<file path="src/ait_pkg.sv">
// constants, field layout and state type of the analog input self-test block
// assumes a 200 MHz clock; nothing else is shared outside this package
package ait_pkg;

   // control word layout, controller bit n sits at index n-1
   localparam int          CW_W           = 16;
   localparam int          CW_TEST_EN_POS = 13;
   localparam int          CW_SEL_LO_POS  = 14;
   localparam int          CW_SEL_HI_POS  = 15;
   localparam logic [2:0]  TB_NONE        = 3'h0;
   localparam logic [2:0]  TB_SET_A       = 3'h3;
   localparam logic [2:0]  TB_SET_B       = 3'h5;
   localparam logic [15:0] CW_RST         = 16'h0000;

   // register map as seen by the controller
   localparam int         OUT_REGS    = 3;
   localparam int         IN_REGS     = 3;
   localparam logic [1:0] IREG_STATUS = 2'h0;
   localparam logic [1:0] IREG_FAULT  = 2'h1;
   localparam logic [1:0] IREG_TEST   = 2'h2;

   // status word fields
   localparam int ST_COMM_POS    = 0;
   localparam int ST_PU_DONE_POS = 1;
   localparam int ST_BUSY_POS    = 2;
   localparam int ST_SET_LO_POS  = 3;
   localparam int ST_TFAIL_POS   = 5;
   localparam int ST_FAULT_POS   = 6;
   localparam int ST_RESTART_POS = 7;
   localparam int ST_TMODE_POS   = 8;

   // fault pins, one per listed fault
   localparam int NUM_FLT     = 7;
   localparam int FLT_WDOG    = 0;
   localparam int FLT_WDOG_PU = 1;
   localparam int FLT_RAM_PU  = 2;
   localparam int FLT_BUS_PU  = 3;
   localparam int FLT_ROM     = 4;
   localparam int FLT_CPU_PU  = 5;
   localparam int FLT_GENERAL = 6;

   // test elements: set A 0..5, set B 6..11
   localparam int         NUM_ELEM    = 12;
   localparam logic [3:0] EL_CPU      = 4'h0;
   localparam logic [3:0] EL_DPRAM    = 4'h1;
   localparam logic [3:0] EL_PROM     = 4'h2;
   localparam logic [3:0] EL_WDOG     = 4'h3;
   localparam logic [3:0] EL_LEDS     = 4'h4;
   localparam logic [3:0] EL_PSU_A    = 4'h5;
   localparam logic [3:0] EL_EEPROM   = 4'h6;
   localparam logic [3:0] EL_BIU      = 4'h7;
   localparam logic [3:0] EL_ANALOG   = 4'h8;
   localparam logic [3:0] EL_ISO      = 4'h9;
   localparam logic [3:0] EL_PSU_B    = 4'hA;
   localparam logic [3:0] EL_FW       = 4'hB;

   // timing
   localparam int CLK_PERIOD_PS    = 5000;
   localparam int BLINK_HALF_MS    = 250;
   localparam int BLINK_HALF_CYC   =
      BLINK_HALF_MS * (1000000000 / CLK_PERIOD_PS);
   localparam int ELEM_TIMEOUT_US  = 100;
   localparam int ELEM_TIMEOUT_CYC =
      ELEM_TIMEOUT_US * (1000000 / CLK_PERIOD_PS);

   typedef enum logic [2:0] {
      ST_IDLE  = 3'b000,
      ST_START = 3'b001,
      ST_WAIT  = 3'b010,
      ST_NEXT  = 3'b011,
      ST_DONE  = 3'b100
   } ait_state_e;

endpackage : ait_pkg

</file>
<file path="src/ait_blink.sv">
// free-running blink phase generator
// assumes the single module clock; phase toggles every HALF_CYC cycles
`timescale 1ns/10ps
`default_nettype none
module ait_blink #(
   parameter int HALF_CYC = 50000000
) (
   // clock and reset
   input  wire logic clk_i,
   input  wire logic rstn_i,
   // phase out
   output logic      blink_o
);

   logic [31:0] cnt_ff;
   logic        phase_ff;

   always_ff @(posedge clk_i or negedge rstn_i) begin
      if (!rstn_i) begin
         cnt_ff <= 32'h0000_0000;
      end else if (cnt_ff == 32'(HALF_CYC - 1)) begin
         cnt_ff <= 32'h0000_0000;
      end else begin
         cnt_ff <= cnt_ff + 32'h0000_0001;
      end
   end

   always_ff @(posedge clk_i or negedge rstn_i) begin
      if (!rstn_i) begin
         phase_ff <= 1'b0;
      end else if (cnt_ff == 32'(HALF_CYC - 1)) begin
         phase_ff <= ~phase_ff;
      end
   end

   assign blink_o = phase_ff;

endmodule : ait_blink
`default_nettype wire

</file>
<file path="src/ait_top.sv">
// self-test sequencer and indicator logic of the analog input module
// assumes controller register port and test engines run on clk_i;
// fault and link-state pins are asynchronous and synchronised here
//
// How it works
// - tests run once after reset and again on demand via control word
// - control bit 14 set enters self-test; clearing it ends self-test
// - bits 16 and 15 pick the test set; all three zero means no test
// - set A: cpu, dual-port ram, program memory, watchdog, leds, supply
// - set B: eeprom, bus unit, analog, isolation link, supply, firmware
// - green blinks while any test bit set; restart flagged after clearing
// - amber blinks on watchdog, ram, bus, rom, cpu or general faults
// - amber blinks when any built-in test element fails
// - green blinks after power-up, steady once controller link is up and no test bit is set
// - exactly three readable and three writable registers are presented
`timescale 1ns/10ps
`default_nettype none
module ait_top #(
   parameter int BLINK_HALF_CYC   = ait_pkg::BLINK_HALF_CYC,
   parameter int ELEM_TIMEOUT_CYC = ait_pkg::ELEM_TIMEOUT_CYC
) (
   // clock and reset
   input  wire logic        clk_i,
   input  wire logic        rstn_i,
   // controller register port
   input  wire logic        wr_en_i,
   input  wire logic [1:0]  wr_idx_i,
   input  wire logic [15:0] wr_data_i,
   input  wire logic        rd_en_i,
   input  wire logic [1:0]  rd_idx_i,
   output logic      [15:0] rd_data_o,
   // asynchronous status pins
   input  wire logic [6:0]  fault_i,
   input  wire logic        comm_up_i,
   // test engine handshake
   output logic             elem_start_o,
   output logic      [3:0]  elem_sel_o,
   input  wire logic        elem_done_i,
   input  wire logic        elem_pass_i,
   // indicators and flags
   output logic             green_o,
   output logic             amber_o,
   output logic             test_busy_o,
   output logic             restart_req_o
);

   // synchronisers
   logic [7:0]  sync1_ff;
   logic [7:0]  sync2_ff;
   logic [6:0]  flt_s;
   logic        comm_s;

   always_ff @(posedge clk_i or negedge rstn_i) begin
      if (!rstn_i) begin
         sync1_ff <= 8'h00;
         sync2_ff <= 8'h00;
      end else begin
         sync1_ff <= {comm_up_i, fault_i};
         sync2_ff <= sync1_ff;
      end
   end

   assign flt_s  = sync2_ff[6:0];
   assign comm_s = sync2_ff[7];

   // writable registers
   logic [15:0] oreg_ff [ait_pkg::OUT_REGS];
   logic [2:0]  tbits;

   always_ff @(posedge clk_i or negedge rstn_i) begin
      if (!rstn_i) begin
         for (int i = 0; i < ait_pkg::OUT_REGS; i++) begin
            oreg_ff[i] <= ait_pkg::CW_RST;
         end
      end else if (wr_en_i && (int'(wr_idx_i) < ait_pkg::OUT_REGS)) begin
         oreg_ff[wr_idx_i] <= wr_data_i;
      end
   end

   assign tbits = {oreg_ff[0][ait_pkg::CW_SEL_HI_POS],
                   oreg_ff[0][ait_pkg::CW_SEL_LO_POS],
                   oreg_ff[0][ait_pkg::CW_TEST_EN_POS]};

   logic test_en;
   logic sel_a;
   logic sel_b;
   assign test_en = tbits[0];
   assign sel_a   = (tbits == ait_pkg::TB_SET_A);
   assign sel_b   = (tbits == ait_pkg::TB_SET_B);

   // sequencer
   ait_pkg::ait_state_e state_ff;
   logic [3:0]  elem_ff;
   logic [3:0]  first_ff;
   logic [3:0]  last_ff;
   logic        pu_run_ff;
   logic        pu_done_ff;
   logic [1:0]  set_ff;
   logic [31:0] tmr_ff;
   logic        tmo;
   logic        abort;

   assign tmo   = (tmr_ff == 32'(ELEM_TIMEOUT_CYC - 1));
   // online run stops as soon as enable drops or selection changes
   assign abort = !pu_run_ff && (!test_en ||
                  !((set_ff == 2'h1 && sel_a) || (set_ff == 2'h2 && sel_b)));

   always_ff @(posedge clk_i or negedge rstn_i) begin
      if (!rstn_i) begin
         state_ff  <= ait_pkg::ST_IDLE;
         elem_ff   <= ait_pkg::EL_CPU;
         first_ff  <= ait_pkg::EL_CPU;
         last_ff   <= ait_pkg::EL_FW;
         pu_run_ff <= 1'b0;
         set_ff    <= 2'h0;
      end else begin
         case (state_ff)
            ait_pkg::ST_IDLE: begin
               if (!pu_done_ff) begin
                  first_ff  <= ait_pkg::EL_CPU;
                  elem_ff   <= ait_pkg::EL_CPU;
                  last_ff   <= ait_pkg::EL_FW;
                  pu_run_ff <= 1'b1;
                  set_ff    <= 2'h3;
                  state_ff  <= ait_pkg::ST_START;
               end else if (sel_a) begin
                  first_ff  <= ait_pkg::EL_CPU;
                  elem_ff   <= ait_pkg::EL_CPU;
                  last_ff   <= ait_pkg::EL_PSU_A;
                  pu_run_ff <= 1'b0;
                  set_ff    <= 2'h1;
                  state_ff  <= ait_pkg::ST_START;
               end else if (sel_b) begin
                  first_ff  <= ait_pkg::EL_EEPROM;
                  elem_ff   <= ait_pkg::EL_EEPROM;
                  last_ff   <= ait_pkg::EL_FW;
                  pu_run_ff <= 1'b0;
                  set_ff    <= 2'h2;
                  state_ff  <= ait_pkg::ST_START;
               end
            end
            ait_pkg::ST_START: begin
               state_ff <= abort ? ait_pkg::ST_IDLE : ait_pkg::ST_WAIT;
            end
            ait_pkg::ST_WAIT: begin
               if (elem_done_i || tmo) begin
                  if (elem_ff == last_ff) begin
                     state_ff <= ait_pkg::ST_DONE;
                  end else begin
                     state_ff <= ait_pkg::ST_NEXT;
                  end
               end else if (abort) begin
                  state_ff <= ait_pkg::ST_IDLE;
               end
            end
            ait_pkg::ST_NEXT: begin
               elem_ff  <= elem_ff + 4'h1;
               state_ff <= abort ? ait_pkg::ST_IDLE : ait_pkg::ST_START;
            end
            ait_pkg::ST_DONE: begin
               // online test repeats while its selection stays put
               if (pu_run_ff || abort) begin
                  pu_run_ff <= 1'b0;
                  set_ff    <= 2'h0;
                  state_ff  <= ait_pkg::ST_IDLE;
               end else begin
                  elem_ff  <= first_ff;
                  state_ff <= ait_pkg::ST_START;
               end
            end
            default: begin
               state_ff <= ait_pkg::ST_IDLE;
            end
         endcase
      end
   end

   // element timer
   always_ff @(posedge clk_i or negedge rstn_i) begin
      if (!rstn_i) begin
         tmr_ff <= 32'h0000_0000;
      end else if (state_ff == ait_pkg::ST_WAIT) begin
         tmr_ff <= tmr_ff + 32'h0000_0001;
      end else begin
         tmr_ff <= 32'h0000_0000;
      end
   end

   // power-up run completion
   always_ff @(posedge clk_i or negedge rstn_i) begin
      if (!rstn_i) begin
         pu_done_ff <= 1'b0;
      end else if (state_ff == ait_pkg::ST_DONE && pu_run_ff) begin
         pu_done_ff <= 1'b1;
      end
   end

   // sticky failures, cleared only by reset
   logic [11:0] efail_ff;
   logic [6:0]  flt_ff;
   logic        tfail;

   always_ff @(posedge clk_i or negedge rstn_i) begin
      if (!rstn_i) begin
         efail_ff <= 12'h000;
      end else if (state_ff == ait_pkg::ST_WAIT &&
                   ((elem_done_i && !elem_pass_i) ||
                    (!elem_done_i && tmo))) begin
         efail_ff[elem_ff] <= 1'b1;
      end
   end

   always_ff @(posedge clk_i or negedge rstn_i) begin
      if (!rstn_i) begin
         flt_ff <= 7'h00;
      end else begin
         flt_ff <= flt_ff | flt_s;
      end
   end

   assign tfail = |efail_ff;

   // restart request after leaving test mode
   logic tmode_seen_ff;

   always_ff @(posedge clk_i or negedge rstn_i) begin
      if (!rstn_i) begin
         tmode_seen_ff <= 1'b0;
      end else if (tbits != ait_pkg::TB_NONE) begin
         tmode_seen_ff <= 1'b1;
      end
   end

   always_ff @(posedge clk_i or negedge rstn_i) begin
      if (!rstn_i) begin
         restart_req_o <= 1'b0;
      end else if (tmode_seen_ff && tbits == ait_pkg::TB_NONE) begin
         restart_req_o <= 1'b1;
      end
   end

   // indicators
   logic blink;

   ait_blink #(
      .HALF_CYC (BLINK_HALF_CYC)
   ) u_blink (
      .clk_i   (clk_i),
      .rstn_i  (rstn_i),
      .blink_o (blink)
   );

   always_ff @(posedge clk_i or negedge rstn_i) begin
      if (!rstn_i) begin
         green_o <= 1'b0;
      end else if (tbits != ait_pkg::TB_NONE) begin
         green_o <= blink;
      end else if (comm_s) begin
         green_o <= 1'b1;
      end else begin
         green_o <= blink;
      end
   end

   always_ff @(posedge clk_i or negedge rstn_i) begin
      if (!rstn_i) begin
         amber_o <= 1'b0;
      end else if ((|flt_ff) || tfail) begin
         amber_o <= blink;
      end else begin
         amber_o <= 1'b0;
      end
   end

   // test engine outputs
   always_ff @(posedge clk_i or negedge rstn_i) begin
      if (!rstn_i) begin
         elem_start_o <= 1'b0;
         elem_sel_o   <= ait_pkg::EL_CPU;
         test_busy_o  <= 1'b0;
      end else begin
         elem_start_o <= (state_ff == ait_pkg::ST_START) && !abort;
         elem_sel_o   <= elem_ff;
         test_busy_o  <= (state_ff != ait_pkg::ST_IDLE);
      end
   end

   // readable registers
   logic [15:0] status_w;

   always_comb begin
      status_w = 16'h0000;
      status_w[ait_pkg::ST_COMM_POS]     = comm_s;
      status_w[ait_pkg::ST_PU_DONE_POS]  = pu_done_ff;
      status_w[ait_pkg::ST_BUSY_POS]     = test_busy_o;
      status_w[ait_pkg::ST_SET_LO_POS]   = set_ff[0];
      status_w[ait_pkg::ST_SET_LO_POS+1] = set_ff[1];
      status_w[ait_pkg::ST_TFAIL_POS]    = tfail;
      status_w[ait_pkg::ST_FAULT_POS]    = |flt_ff;
      status_w[ait_pkg::ST_RESTART_POS]  = restart_req_o;
      status_w[ait_pkg::ST_TMODE_POS]    = tbits != ait_pkg::TB_NONE;
   end

   always_ff @(posedge clk_i or negedge rstn_i) begin
      if (!rstn_i) begin
         rd_data_o <= 16'h0000;
      end else if (rd_en_i) begin
         case (rd_idx_i)
            ait_pkg::IREG_STATUS: rd_data_o <= status_w;
            ait_pkg::IREG_FAULT:  rd_data_o <= {9'h000, flt_ff};
            ait_pkg::IREG_TEST:   rd_data_o <= {elem_ff, efail_ff};
            default:              rd_data_o <= 16'h0000;
         endcase
      end
   end

endmodule : ait_top
`default_nettype wire

</file>
<file path="config.mk">
export PLATFORM = sky130hd
export DESIGN_NAME = ait_top
export DESIGN_NICKNAME = d
export VERILOG_FILES = /design/src/ait_pkg.sv /design/src/ait_blink.sv /design/src/ait_top.sv
export SDC_FILE = /design/constraint.sdc
export NUM_CORES = 1
export LEC_CHECK = 0
export BUFFER_PORTS_ARGS = -buffer_cell sky130_fd_sc_hd__buf_2
export CORE_UTILIZATION = 33
export CTS_CLUSTER_SIZE = 12
export DETAILED_ROUTE_END_ITERATION = 6
export GPL_TIMING_DRIVEN = 1
export SYNTH_ARGS = -nofsm -noshare
export SYNTH_HDL_FRONTEND = slang
export SYNTH_HIERARCHICAL = 1
export SYNTH_SLANG_ARGS = --single-unit
</file>
<file path="constraint.sdc">
create_clock -name clk_i -period 2.7 [get_ports clk_i]
set_clock_uncertainty 0.15 [all_clocks]
set_input_delay 0.405 -clock clk_i [delete_from_list [all_inputs] [get_ports clk_i]]
set_output_delay 0.405 -clock clk_i [all_outputs]
set_load 0.01 [all_outputs]
</file>
# [Word level (Yosys, flattened, before mapping)]
# Index checks and enable logic that the tools add are counted.
[op_classes] addsub=3 order_cmp=5 eq_ne=18 mux=39 bitwise_logic=4 reduce_logical=37
[op_table] operator="adder 32 x 1 -> 32 bit (second input constant)" n=2
[op_table] operator="2-to-1 mux 32 bit" n=2
[op_table] operator="bitwise mux 48 bit" n=1
[op_table] operator="one-hot mux 16 bit (3 select lines)" n=1
[op_table] operator="demux 16 bit (select 2 bit)" n=1
[op_table] operator="equality test 32 x 15 -> 1 bit (second input constant)" n=1
[op_table] operator="equality test 32 x 26 -> 1 bit (second input constant)" n=1
[op_table] operator="2-to-1 mux 4 bit" n=7
[op_table] operator="2-to-1 mux 3 bit" n=6
[op_table] operator="2-to-1 mux 16 bit" n=1
[op_table] operator="one-hot mux 3 bit (5 select lines)" n=1
[op_table] operator="logical AND 1 bit" n=12
[op_table] operator="bitwise OR 12 bit" n=1
[op_table] operator="one-hot mux 4 bit (3 select lines)" n=1
[op_table] operator="OR reduction 12 bit" n=1
[op_table] operator="2-to-1 mux 1 bit" n=10
[op_table] operator="2-to-1 mux 2 bit" n=5
[op_table] operator="equality test 3 x 2 -> 1 bit (second input constant)" n=3
[op_table] operator="nonzero test 3 bit" n=3
[op_table] operator="bitwise OR 7 bit" n=1
[op_table] operator="OR reduction 7 bit" n=1
[op_table] operator="equality test 3 bit (second input constant)" n=2
[op_table] operator="zero test 1 bit" n=6
[op_table] operator="zero test 3 bit" n=2
[op_table] operator="23 further kinds" n=34
[totals] reg_bits=193 input_bits=34 out_inout_bits=25 wordCells=131

# [Logic depth before layout (Yosys ltp)]
[logic_depth] word_depth=9 mapped_depth=8

# [Hierarchy]
# Netlist, hierarchy kept.
[modules_own_cells] module="ait_top" instances=1 cells_per_inst=443 area_each_um2=4832.1 seq_area_each_um2=2753.9
[modules_own_cells] module="ait_blink" instances=1 cells_per_inst=148 area_each_um2=1570.3 seq_area_each_um2=825.8

# [Worst setup path before layout]
# Ideal clock, no wire load.
[synth_timing] path_kind="register to register" from="register u_blink.cnt_ff[3]" to="register u_blink.cnt_ff[25]" t_arrival_ps=1722 setup_slack_ps=704 path_stages_with_launch=6 synth_period_minus_slack_ps=1996 path_cell_list="dfrtp_1 > nand4_2 > or4_1 > or3_4 > a31o_1 > or2_1"
[synth_between] elab_chain_cells=2 elab_cells_between_ends=3
[synth_rtl] item="start: declaration" line_no="ait_blink.sv:15" rtl="logic [31:0] cnt_ff;"
[synth_rtl] item="start signal: assignment" line_no="ait_blink.sv:24" rtl="cnt_ff <= cnt_ff + 32'h0000_0001;"
[synth_rtl] item="adder 32 x 1 -> 32 bit or equality test 32 x 26 -> 1 bit (tied branches)" line_no="ait_blink.sv:24, ait_blink.sv:21"
[synth_rtl] item="2-to-1 mux 32 bit *" line_no="ait_blink.sv:21" rtl="end else if (cnt_ff == 32'(HALF_CYC - 1)) begin"
# Mark *: on every way between the ends. The rest lies on a longest branch, timed or not.
# A chain may end at the register's enable or synchronous reset.

# [Worst setup path after layout]
[layout_timing] from="register u_blink.cnt_ff[3]" to="register u_blink.phase_ff (netlist: u_blink/blink_o)"
[layout_between] elab_chain_cells=1
[layout_rtl] item="equality test 32 x 26 -> 1 bit" line_no="ait_blink.sv:31" rtl="end else if (cnt_ff == 32'(HALF_CYC - 1)) begin"
[layout_rtl] item="end signal: assignment" line_no="ait_blink.sv:32" rtl="phase_ff <= ~phase_ff;"
[layout_rtl] item="end: declaration" line_no="ait_blink.sv:16" rtl="logic phase_ff;"
# No other way between the ends.

==> metrics.txt <==
Cell Int Power=roughly 4.1 mW; Post-synth EDFFs=0; final hold violations=0; Gate power share=13.1%; GPL Wtd Cong=approximately 0.83; Register Area=between 3000 and 4000 um^2; Crit. End Element=flip-flop; Yosys top cell by area=dfrtp_1; Initial DRC Count=between 200 and 300; initial antenna violation count=0; I/O Buffers=45; cell count after synthesis=around 600; CTS Hold Bufs=9; Tcrit/Tclk final=about four fifths; Final min period=2.19 ns; # rows=50; I/O pin cnt=between 50 and 60; # Post-CTS Setup Buffers=0; Most used DFF post-synth=dfrtp_1; switching share of power=27.3%; Die ar.=roughly 20000 um^2; Core ar.=around 19000 um^2; final-layout fill cell count=~1800; GRT overflow=0; Initial Utilization=roughly a third; sequential fraction of design power=44.3%; antenna viol nets, final=0; Crit Path Max Fanout=14; required time at the worst-slack endpoint=around 2.9 ns; vias in the first global route=around 4600; Sink Count=about 140; Max VDD drop=between 0.5 and 0.6 mV; number of synthesized register bits=about 140; pin count of the biggest net entering global routing=between 60 and 70; ANT cells=0; die height=~140 um; Skew-Pair Late Insertion Delay=~0.43 ns; pwr/cell area=733 nW/um^2; DRT Pass-1 Iters=6; fin. max-slew vios=0; synthesized area per cell=between 10 and 15 um^2; final-report setup violation count=0; switching power=approximately 1.5 mW; Hold Path Class=in -> reg; Num CTS Buffers=17; top cell type's share of synthesized area=between 50% and 60%; status=finished clean; Worst-path clk slew=0.06 ns; area of the multi-input gates=about 2600 um^2; Die Wd=141 um; Synth Cell Area=~6400 um^2; vias per cell=4.89; GRT Total Usage=between 10% and 20%; first-pass GRT wire length=~23 mm; wire length after detailed routing=roughly 13 mm; Max Root-Sink Buffers=2; Clk network pwr share=around 43%; Sum Neg Setup Slack=0 ns; CTS tree=yes; clk root buf=clkbuf_16; Post-synth ARST share=100%; Tot Pwr=5.59 mW; r2r setup slk=between 0.5 and 0.6 ns; Syn. warnings=6; Resized cells post-CTS=0; P&R area growth vs syn=19.0%; achievable frequency=457 MHz; post-DP HPWL=~9 mm; Leakage=approximately 3.4 nW; syn nets=roughly 630; layout cells sized above 1=17.2%; drc violations=0; Synth cell types=approximately 60; Worst Max-Slew Pin Slew=roughly 0.78 ns; Final #Nets=between 600 and 700; sequential element share of the synthesized area=around 56%; RSZ-0062 raised after global routing=false; WL/cell=14.0 um; top cells by area, synth=dfrtp_1, xor2_1, nor2_1; kind of critical path=reg -> reg; Critical Path AT=~2.4 ns; crit path launch type=flip-flop; Max-slew headroom=~47%; H-Tree Depth=4; routed vias=4505; MaxCap Viol Count=0
[worst max-delay path, stage by stage, from the launching register on]
cell,delay [ns]
dfrtp_1,0.44
nand4_2,0.19
or4_1,0.43
or3_4,0.38
nor2_4,0.34
xor2_1,0.18
[power by group through the flow]
stage	Combinational [mW]	Clock, mW	Sequential (mW)
2_1_floorplan	0.514	0	2.46
3_3_place_gp	0.719	0	2.51
3_5_place_dp	0.732	0	2.51
4_1_cts	0.746	2.44	2.48
5_1_grt	0.833	2.53	2.51
6_report	0.734	2.38	2.47
[layout make-up]
cell class | instances | share of cell area (%)
Sequential cell | 143 | 47.0
Timing Repair Buffer | 63 | 5.11
Tap cell | 260 | 4.27
Inverter | 19 | 0.936
Clock buffer | 18 | 5.76
Clock inverter | 14 | 2.18
Multi-Input combinational cell | 405 | 34.8
[stage by stage]
stage	instance area, um^2	cells	hold WS [ns]	utilization, %	worst slack, ns
2_1_floorplan	6400	591	-0.0406	-	0.704
6_report	7620	922	0.0686	40.5	0.510
5_1_grt	7620	922	0.0600	40.5	0.255
4_1_cts	7620	922	0.0504	40.5	0.484
3_5_place_dp	6920	881	0.192	36.8	0.501
3_3_place_gp	6920	881	0.189	36.8	0.549
[Yosys cell counts, types with 5 or more instances]
cell type,number
o22ai_1,10
xnor2_1,19
o211ai_1,5
inv_1,19
ha_1,6
nand4_1,23
and4_1,9
o21a_1,5
a21o_1,14
xor2_1,41
nor2_1,74
nand2b_1,7
and3_1,9
o21ai_0,13
nand2_1,31
or2_2,7
clkbuf_1,16
dfrtp_1,142
mux2i_1,9
nor4_1,11
nand3_1,27
buf_2,7
nor3_1,6
nor4b_1,5
a21oi_1,21
[per-layer routing]
layer | wire [um] | global-route usage [%]
met5 | 0 | 0
met4 | 320 | 6.12
met3 | 409 | 3.78
met2 | 6050 | 23.1
met1 | 6140 | 18.6
[path summary, 6_finish.rpt]
kind                                   start            endpoint  cells past startpoint
hold reg to reg                  sync1_ff[4]         sync2_ff[4]                      0
hold / removal                 wr_data_i[13]         oreg_ff[45]                      2
setup reg to reg           u_blink/cnt_ff[3]     u_blink/blink_o                      5
setup / recovery           u_blink/cnt_ff[3]     u_blink/blink_o                      5
min in group asynchronous             rstn_i  u_blink/cnt_ff[12]                      2
max in group asynchronous             rstn_i       rd_data_o[13]                      3
[registers in the layout (all words and copies together), names as in the netlist, 2 cells and up]
signal	cells
state_ff	3
last_ff	2
efail_ff	12
flt_ff	7
sync2_ff	8
tmr_ff	32
sync1_ff	8
oreg_ff	3
elem_sel_o	4
u_blink/cnt_ff	32
set_ff	2
elem_ff	4
rd_data_o	16
[layout by cell type, fill, tap and decap left out, types with 6 or more instances in the layout]
master and count:
a21o_1 14, xor2_1 41, ha_1 6, a21oi_1 21, nand4_1 23, or2_2 7
o21ai_0 13, nor4_1 11, and4_1 9, clkbuf_16 17, dfrtp_1 142, xnor2_1 19
nor2_1 74, nand3_1 27, mux2i_1 9, nor3_1 6, and3_1 9, nand2_1 31
o22ai_1 10, buf_4 9, inv_1 19, nand2b_1 7, buf_2 44, dlygate4sd3_1 9
[logic make-up (layout without fill, tap and decap cells)]
group | after synthesis | in the layout | synth area share [%]
multiplexers | 13 | 13 | 2.11
flip-flops | 143 | 143 | 55.9
adder cells (fa/ha/maj) | 6 | 6 | 1.17
AND/OR/NAND/NOR | 241 | 241 | 21.1
buffers and inverters | 43 | 114 | 2.72
XOR/XNOR | 60 | 60 | 8.21
AO/OA/AOI/OAI | 85 | 85 | 8.79
Power figures use the tool's default switching activity.
